==> src/core/nvsc_pkg.sv <==
`default_nettype none
package nvsc_pkg;
    // ----------------------------------------
    // bus geometry
    // ----------------------------------------
    localparam int ADDR_W = 17;
    localparam int DATA_W = 8;
    localparam int SEQ_LEN = 6;
    localparam int SEQ_CMP_W = 16;
    // ----------------------------------------
    // command sequence addresses
    // ----------------------------------------
    localparam logic [15:0] SEQ_A0 = 16'h4E38;
    localparam logic [15:0] SEQ_A1 = 16'hB1C7;
    localparam logic [15:0] SEQ_A2 = 16'h83E0;
    localparam logic [15:0] SEQ_A3 = 16'h7C1F;
    localparam logic [15:0] SEQ_A4 = 16'h703F;
    localparam logic [15:0] SEQ_STORE = 16'h8FC0;
    localparam logic [15:0] SEQ_RECALL = 16'h4C63;
    // ----------------------------------------
    // timing
    // ----------------------------------------
    localparam int CLK_PERIOD_PS = 40000;
    localparam int STROBE_NS = 80;
    localparam int STROBE_CYC = (STROBE_NS * 1000 + CLK_PERIOD_PS - 1) / CLK_PERIOD_PS;
    localparam int STORE_CYCLE_TIME_US = 12500;
    localparam int STORE_CYC = STORE_CYCLE_TIME_US * 1000 / (CLK_PERIOD_PS / 1000);
    localparam int SOFT_RECALL_TIME_US = 40;
    localparam int RECALL_CYC = SOFT_RECALL_TIME_US * 1000 / (CLK_PERIOD_PS / 1000);
    localparam int POWERUP_RECALL_TIME_US = 20000;
    localparam int PUP_RECALL_CYC = POWERUP_RECALL_TIME_US * 1000 / (CLK_PERIOD_PS / 1000);
    localparam int STORE_GRACE_TIME_NS = 1000;
    localparam int GRACE_CYC = (STORE_GRACE_TIME_NS * 1000 + CLK_PERIOD_PS - 1) / CLK_PERIOD_PS;
    // ----------------------------------------
    // host commands
    // ----------------------------------------
    typedef enum logic [2:0] {
        NVSC_CMD_READ,
        NVSC_CMD_WRITE,
        NVSC_CMD_SW_STORE,
        NVSC_CMD_SW_RECALL,
        NVSC_CMD_HW_STORE
    } nvsc_cmd_e;
endpackage
`default_nettype wire

==> src/core/nvsc_timer.sv <==
`timescale 1ns/1ps
`default_nettype none
module nvsc_timer #(
    parameter int CNT_W = 20
) (
    input wire logic ref_clk,
    input wire logic rst,
    input wire logic load,
    input wire logic [CNT_W-1:0] count,
    output logic done
);
    logic [CNT_W-1:0] cnt_q;
    logic [CNT_W-1:0] cnt_d;
    logic done_q;
    logic done_d;

    always_comb
    begin
        cnt_d = cnt_q;
        done_d = 1'b0;
        if (load)
        begin
            cnt_d = count;
        end
        else if (cnt_q != '0)
        begin
            cnt_d = cnt_q - 1'b1;
            done_d = (cnt_q == {{(CNT_W-1){1'b0}}, 1'b1});
        end
    end

    always_ff @(posedge ref_clk)
    begin
        if (rst)
        begin
            cnt_q <= '0;
            done_q <= 1'b0;
        end
        else
        begin
            cnt_q <= cnt_d;
            done_q <= done_d;
        end
    end

    assign done = done_q;
endmodule
`default_nettype wire

==> src/core/nvsc_host.sv <==
// Operation
// - write with select, strobe low; address stable
// - host keeps gate high throughout writes
// - six reads start software store
// - intervening access aborts sequence
// - sequence steps are reads, write high
// - six reads start software recall
`timescale 1ns/1ps
`default_nettype none
module nvsc_host #(
    parameter int STORE_CYC = nvsc_pkg::STORE_CYC,
    parameter int RECALL_CYC = nvsc_pkg::RECALL_CYC,
    parameter int PUP_RECALL_CYC = nvsc_pkg::PUP_RECALL_CYC,
    parameter int GRACE_CYC = nvsc_pkg::GRACE_CYC
) (
    input wire logic ref_clk,
    input wire logic rst,
    input wire logic cmd_valid,
    input wire nvsc_pkg::nvsc_cmd_e cmd,
    input wire logic [nvsc_pkg::ADDR_W-1:0] cmd_addr,
    input wire logic [nvsc_pkg::DATA_W-1:0] cmd_wdata,
    output logic cmd_ready,
    output logic rsp_valid,
    output logic [nvsc_pkg::DATA_W-1:0] rsp_rdata,
    output logic [nvsc_pkg::ADDR_W-1:0] address_lines,
    output logic [nvsc_pkg::DATA_W-1:0] data_lines_o,
    output logic data_lines_oe,
    input wire logic [nvsc_pkg::DATA_W-1:0] data_lines_i,
    output logic chip_sel_n,
    output logic out_gate_n,
    output logic wr_strobe_n,
    output logic nv_busy_req_n_o,
    output logic nv_busy_req_n_oe,
    input wire logic nv_busy_req_n_i
);
    localparam int TW = 20;
    typedef enum {
        ST_PUP, ST_IDLE, ST_SETUP, ST_STROBE, ST_END, ST_SEQ, ST_NVWAIT, ST_HWPULL, ST_BUSY
    } nvsc_state_e;

    function automatic logic [15:0] seq_addr(input logic [2:0] idx, input logic recall);
        case (idx)
            3'h0: seq_addr = nvsc_pkg::SEQ_A0;
            3'h1: seq_addr = nvsc_pkg::SEQ_A1;
            3'h2: seq_addr = nvsc_pkg::SEQ_A2;
            3'h3: seq_addr = nvsc_pkg::SEQ_A3;
            3'h4: seq_addr = nvsc_pkg::SEQ_A4;
            default: seq_addr = recall ? nvsc_pkg::SEQ_RECALL : nvsc_pkg::SEQ_STORE;
        endcase
    endfunction

    // ----------------------------------------
    // pin synchronisers
    // ----------------------------------------
    logic [nvsc_pkg::DATA_W-1:0] dq_s1_q, dq_s2_q;
    logic busy_s1_q, busy_s2_q;
    always_ff @(posedge ref_clk)
    begin
        if (rst)
        begin
            dq_s1_q <= '0;
            dq_s2_q <= '0;
            busy_s1_q <= 1'b1;
            busy_s2_q <= 1'b1;
        end
        else
        begin
            dq_s1_q <= data_lines_i;
            dq_s2_q <= dq_s1_q;
            busy_s1_q <= nv_busy_req_n_i;
            busy_s2_q <= busy_s1_q;
        end
    end

    // ----------------------------------------
    // host sequencer
    // ----------------------------------------
    nvsc_state_e st_q, st_d;
    logic [TW-1:0] wait_q, wait_d;
    logic [2:0] step_q, step_d;
    logic recall_q, recall_d, wr_q, wr_d, seq_q, seq_d;
    logic [nvsc_pkg::ADDR_W-1:0] addr_q, addr_d;
    logic [nvsc_pkg::DATA_W-1:0] wdat_q, wdat_d, rdat_q, rdat_d;
    logic ce_q, ce_d, oe_q, oe_d, we_q, we_d, doe_q, doe_d, hpull_q, hpull_d;
    logic rdy_q, rdy_d, rv_q, rv_d;
    logic tload;
    logic [TW-1:0] tcount;
    logic tdone;

    nvsc_timer #(.CNT_W(TW)) u_timer (
        .ref_clk(ref_clk),
        .rst(rst),
        .load(tload),
        .count(tcount),
        .done(tdone)
    );

    always_comb
    begin
        st_d = st_q;
        wait_d = wait_q;
        step_d = step_q;
        recall_d = recall_q;
        wr_d = wr_q;
        seq_d = seq_q;
        addr_d = addr_q;
        wdat_d = wdat_q;
        rdat_d = rdat_q;
        ce_d = ce_q;
        oe_d = oe_q;
        we_d = we_q;
        doe_d = doe_q;
        hpull_d = hpull_q;
        rdy_d = 1'b0;
        rv_d = 1'b0;
        tload = 1'b0;
        tcount = '0;
        case (st_q)
            ST_PUP:
            begin
                tload = 1'b1;
                tcount = TW'(PUP_RECALL_CYC);
                st_d = ST_NVWAIT;
            end
            ST_IDLE:
            begin
                rdy_d = busy_s2_q;
                if (cmd_valid && rdy_q)
                begin
                    rdy_d = 1'b0;
                    addr_d = cmd_addr;
                    wdat_d = cmd_wdata;
                    wr_d = (cmd == nvsc_pkg::NVSC_CMD_WRITE);
                    recall_d = (cmd == nvsc_pkg::NVSC_CMD_SW_RECALL);
                    seq_d = 1'b0;
                    step_d = 3'h0;
                    case (cmd)
                        nvsc_pkg::NVSC_CMD_SW_STORE, nvsc_pkg::NVSC_CMD_SW_RECALL:
                        begin
                            seq_d = 1'b1;
                            wr_d = 1'b0;
                            st_d = ST_SEQ;
                        end
                        nvsc_pkg::NVSC_CMD_HW_STORE:
                        begin
                            hpull_d = 1'b1;
                            wait_d = TW'(GRACE_CYC);
                            st_d = ST_HWPULL;
                        end
                        default:
                            st_d = ST_SETUP;
                    endcase
                end
            end
            ST_SEQ:
            begin
                addr_d = {1'b0, seq_addr(step_q, recall_q)};
                st_d = ST_SETUP;
            end
            ST_SETUP:
            begin
                ce_d = 1'b0;
                oe_d = wr_q;
                we_d = ~wr_q;
                doe_d = wr_q;
                wait_d = TW'(nvsc_pkg::STROBE_CYC);
                st_d = ST_STROBE;
            end
            ST_STROBE:
            begin
                wait_d = wait_q - 1'b1;
                if (wait_q == TW'(1))
                begin
                    st_d = ST_END;
                end
            end
            ST_END:
            begin
                rdat_d = dq_s2_q;
                ce_d = 1'b1;
                oe_d = 1'b1;
                we_d = 1'b1;
                doe_d = 1'b0;
                if (!seq_q)
                begin
                    rv_d = 1'b1;
                    st_d = ST_IDLE;
                end
                else if (step_q == 3'(nvsc_pkg::SEQ_LEN - 1))
                begin
                    tload = 1'b1;
                    tcount = recall_q ? TW'(RECALL_CYC) : TW'(STORE_CYC);
                    st_d = ST_NVWAIT;
                end
                else
                begin
                    step_d = step_q + 3'h1;
                    st_d = ST_SEQ;
                end
            end
            ST_HWPULL:
            begin
                wait_d = wait_q - 1'b1;
                if (wait_q == TW'(1))
                begin
                    hpull_d = 1'b0;
                    st_d = ST_BUSY;
                end
            end
            ST_NVWAIT:
            begin
                if (tdone)
                begin
                    st_d = ST_BUSY;
                end
            end
            ST_BUSY:
            begin
                if (busy_s2_q)
                begin
                    rv_d = 1'b1;
                    st_d = ST_IDLE;
                end
            end
            default:
                st_d = ST_IDLE;
        endcase
    end

    always_ff @(posedge ref_clk)
    begin
        if (rst)
        begin
            st_q <= ST_PUP;
            wait_q <= '0;
            step_q <= 3'h0;
            recall_q <= 1'b0;
            wr_q <= 1'b0;
            seq_q <= 1'b0;
            addr_q <= '0;
            wdat_q <= '0;
            rdat_q <= '0;
            ce_q <= 1'b1;
            oe_q <= 1'b1;
            we_q <= 1'b1;
            doe_q <= 1'b0;
            hpull_q <= 1'b0;
            rdy_q <= 1'b0;
            rv_q <= 1'b0;
        end
        else
        begin
            st_q <= st_d;
            wait_q <= wait_d;
            step_q <= step_d;
            recall_q <= recall_d;
            wr_q <= wr_d;
            seq_q <= seq_d;
            addr_q <= addr_d;
            wdat_q <= wdat_d;
            rdat_q <= rdat_d;
            ce_q <= ce_d;
            oe_q <= oe_d;
            we_q <= we_d;
            doe_q <= doe_d;
            hpull_q <= hpull_d;
            rdy_q <= rdy_d;
            rv_q <= rv_d;
        end
    end

    assign cmd_ready = rdy_q;
    assign rsp_valid = rv_q;
    assign rsp_rdata = rdat_q;
    assign address_lines = addr_q;
    assign data_lines_o = wdat_q;
    assign data_lines_oe = doe_q;
    assign chip_sel_n = ce_q;
    assign out_gate_n = oe_q;
    assign wr_strobe_n = we_q;
    assign nv_busy_req_n_o = 1'b0;
    assign nv_busy_req_n_oe = hpull_q;
endmodule
`default_nettype wire

==> config.mk <==
export PLATFORM = sky130hd
export DESIGN_NAME = nvsc_host
export DESIGN_NICKNAME = d
export VERILOG_FILES = /design/src/core/nvsc_pkg.sv /design/src/core/nvsc_timer.sv /design/src/core/nvsc_host.sv
export SDC_FILE = /design/constraint.sdc
export NUM_CORES = 1
export LEC_CHECK = 0
export BUFFER_PORTS_ARGS = -buffer_cell sky130_fd_sc_hd__buf_4
export CAP_MARGIN = 20
export CORE_UTILIZATION = 50
export CTS_CLUSTER_SIZE = 8
export DETAILED_ROUTE_END_ITERATION = 8
export PLACE_DENSITY = 0.74
export SYNTH_ARGS = -nofsm -noshare
export SYNTH_HDL_FRONTEND = slang
export SYNTH_SLANG_ARGS = --single-unit
==> constraint.sdc <==
create_clock -name ref_clk -period 4.18 [get_ports ref_clk]
set_input_delay 0.209 -clock ref_clk [delete_from_list [all_inputs] [get_ports ref_clk]]
set_output_delay 0.209 -clock ref_clk [all_outputs]
set_load 0.01 [all_outputs]
==> flow_summary.ini <==
[outcome]
outcome = finished clean

[sta]
report.final.setup_viol = 0
post-route-period-util = 0.631
max_slew.worst_pin.slew_ps = 825
timing.final.crit_period_ps = 2640
finalWorstSetupSlack_ps = 1540
setup_tns_ps = 0
maxClockFrequency_mhz = 379
max_slew_margin = 0.445
final-hold-violation-count = 0
setup_repair_after_global_routing_missed_its_margin = false
final-max-slew-violation-count = 0
fin_skew_ps = 19.6

[grt]
grt_pass1_wl_um = 18900
pin_count_of_the_biggest_net_entering_global_routing = 61
grt.total_usage = 0.231
antenna_found_initial = 0
gr-total-overflow = 0
grt_pass1_vias = 4176

[clock_tree]
clock_sinks = 109
cts_max_path_buffers = 2
post_cts_hold_buffer_count = 1
clock_buffers_created_by_tritoncts = 9
clock-root-buffer = clkbuf_8
tritoncts_clock_tree = built
clkLatencyLatePin_ps = 390
cts-htree-levels = 3
path_clk_slew_ps = 120
post_cts.repair.setup_buffers = 0
ctsResizeCount = 0

[yosys]
synth.lib_cells_used.distinct = 62
synth.net_count = 630
synth_edf_count = 0
synth_top_family_by_area = simple AND/OR/NAND/NOR gates
yosys_warnings = 0
synth.avg_cell_area_um2 = 8.41
synthXorXnorAreaFrac = 0.0305
netlist_top_cells_count = 109 x dfxtp_1, 75 x nand2_1, 55 x a21oi_1
post-synth-top-area-fraction = 0.447
asyncSetResetFlopFracSynth = 0
synth_simple_gate_area_frac = 0.252
synth.ff_latch_count = 109
synth_area_um2 = 4880
top_cells_by_area_synth = dfxtp_1 45%, nand2_1 5.8%, a21oi_1 5.6%
synth_top_area_cell = dfxtp_1
synth_compound_area_frac = 0.190
synth_sequential_area_ratio = 0.447
muxShareOfSynthArea = 0.0146
synthMostInstantiatedCell = dfxtp_1
synthFlopType = dfxtp_1
share_of_synthesized_cell_area_in_full_adder_half_adder_and_majority_cells = 0.0256
number_of_instances_in_the_synthesized_netlist = 580

[die]
top_level_ports = 81
placement_rows = 35
floorplan.die.width_um = 101
design.core.area_um2 = 9330
initial_utilization = 0.523
die-area_um2 = 10200
floorplan.die.height_um = 101

[cells_and_area]
area_growth_pct = 18.8
finish.net_count = 694
n_antenna_cell = 0
post_route_cells_drive_above_1_share = 0.183

[setup_path]
cp_cell_sequence = or4b_4 -> nor2_2 -> buf_4 -> mux2i_1 -> a221oi_1
endpoint_kind = flip-flop
setup.worst_path.start_class = flip-flop
critical_path_arrival_ps = 2930
critical_path.max_stage_delay_ps = 660
worst-path-max-fanout = 19
worst-setup-path-type = flip-flop to flip-flop
timing.critical_path.max_delay_family = simple AND/OR/NAND/NOR gates
crit_slowest_cell = nor2_2
crit_required_ps = 4480
worst-path-buf-inv = 1

[drt]
drt_first_iter_violations = 279
dr_drc_count = 0
ant_nets = 0
drt-wirelength-per-cell_um = 14.4
detail_route.first_pass.iterations = 5
detailroute.via_count = 4370
route.final.wire_length_um = 11200
vias_per_cell = 5.62

[power_and_ir_drop]
vdd.ir_drop.worst_mv = 0.235
p_per_area_nw_per_um2 = 655
cellLeakagePower_nw = 2.29
post_layout_power_mw = 3.79

[worst_hold_path]
hold_path_class = input port to flip-flop

[placed_design]
post-place-ws_ps = 1580
globalplace.congestion = 0.871
place_hpwl_um = 7810
buffer_ports.inserted = 79

[flow_run]
maxCapViolations = 0
-- sequential cells by signal (all words and copies together), names as in the netlist, 3 cells and up --
signal and flops:
address_lines 17, data_lines_o 8, dq_s1_q 8, dq_s2_q 8, rsp_rdata 8, st_q 4
step_q 3, u_timer.cnt_q 20, wait_q 20
-- placed cells by master (no fill, tap or decap), drive strengths merged, types with 3 or more instances in the layout --
cell	count
o211ai	8
nand3	17
nor2b	18
or3	3
o2111ai	4
dfxtp	109
nor4	13
nand2b	5
o31ai	12
xnor2	7
inv	19
and2	4
o21ai	23
mux2i	6
nor2	48
or4b	4
or2	5
nand2	76
nand4	4
a21oi	55
buf	86
nor4b	5
o21a	8
o22ai	3
ha	10
or4	10
a31oi	7
clkbuf	9
and3	4
a211oi	3
nor3	20
o31a	3
nor3b	3
xor2	10
-- per-stage QoR --
stage	area, um2	hold WS (ps)	util	cells
CTS	5780	0.537	0.620	777
finish	5790	16.3	0.621	778
global placement	5550	405	0.595	760
global route	5790	9.72	0.621	778
floorplan	4880	313	-	580
detailed placement	5550	401	0.595	760
-- logic make-up (layout without fill, tap and decap cells) --
| group | count (synthesis) | in the layout |
|---|---|---|
| compound gates | 146 | 146 |
| xor+xnor | 17 | 17 |
| fa+ha+maj | 10 | 10 |
| buf+inv | 49 | 118 |
| flops | 109 | 109 |
| mux | 7 | 7 |
| other cells | 1 | 1 |
| simple gates | 241 | 241 |
-- power breakdown --
part	switching, mW	internal, mW	total [mW]
clock network	0.433	0.255	0.689
registers	0.237	1.27	1.50
logic	0.937	0.666	1.60
-- final timing paths --
kind / to / cells past startpoint / slack (ps) / from
min: dq_s1_q[6]$_SDFF_PP0_ / 2 / 20 / data_lines_i[6]
max reg2reg: address_lines[5]$_SDFFE_PP0P_ / 5 / 1540 / st_q[0]$_SDFFE_PP0P_
max: address_lines[5]$_SDFFE_PP0P_ / 5 / 1540 / st_q[0]$_SDFFE_PP0P_
min reg2reg: busy_s2_q$_SDFF_PP1_ / 1 / 430 / busy_s1_q$_SDFF_PP1_
-- layout make-up --
type	count	area (um2)
Clock inverter	7	98.8
Tap cell	129	161
Sequential cell	109	2180
Fill cell	819	3530
Timing Repair Buffer	88	666
Multi-Input combinational cell	422	2510
Clock buffer	9	124
Inverter	14	52.6
-- layer usage --
metal / vias to the layer above / GRT usage / wire (um)
met5: - / 0 / 0
met4: 0 / 0.0903 / 223
met3: 23 / 0.0451 / 566
met2: 130 / 0.394 / 5400
met1: 2028 / 0.289 / 4980
li1: 2189 / - / -
(Power assumes the default switching activity.)
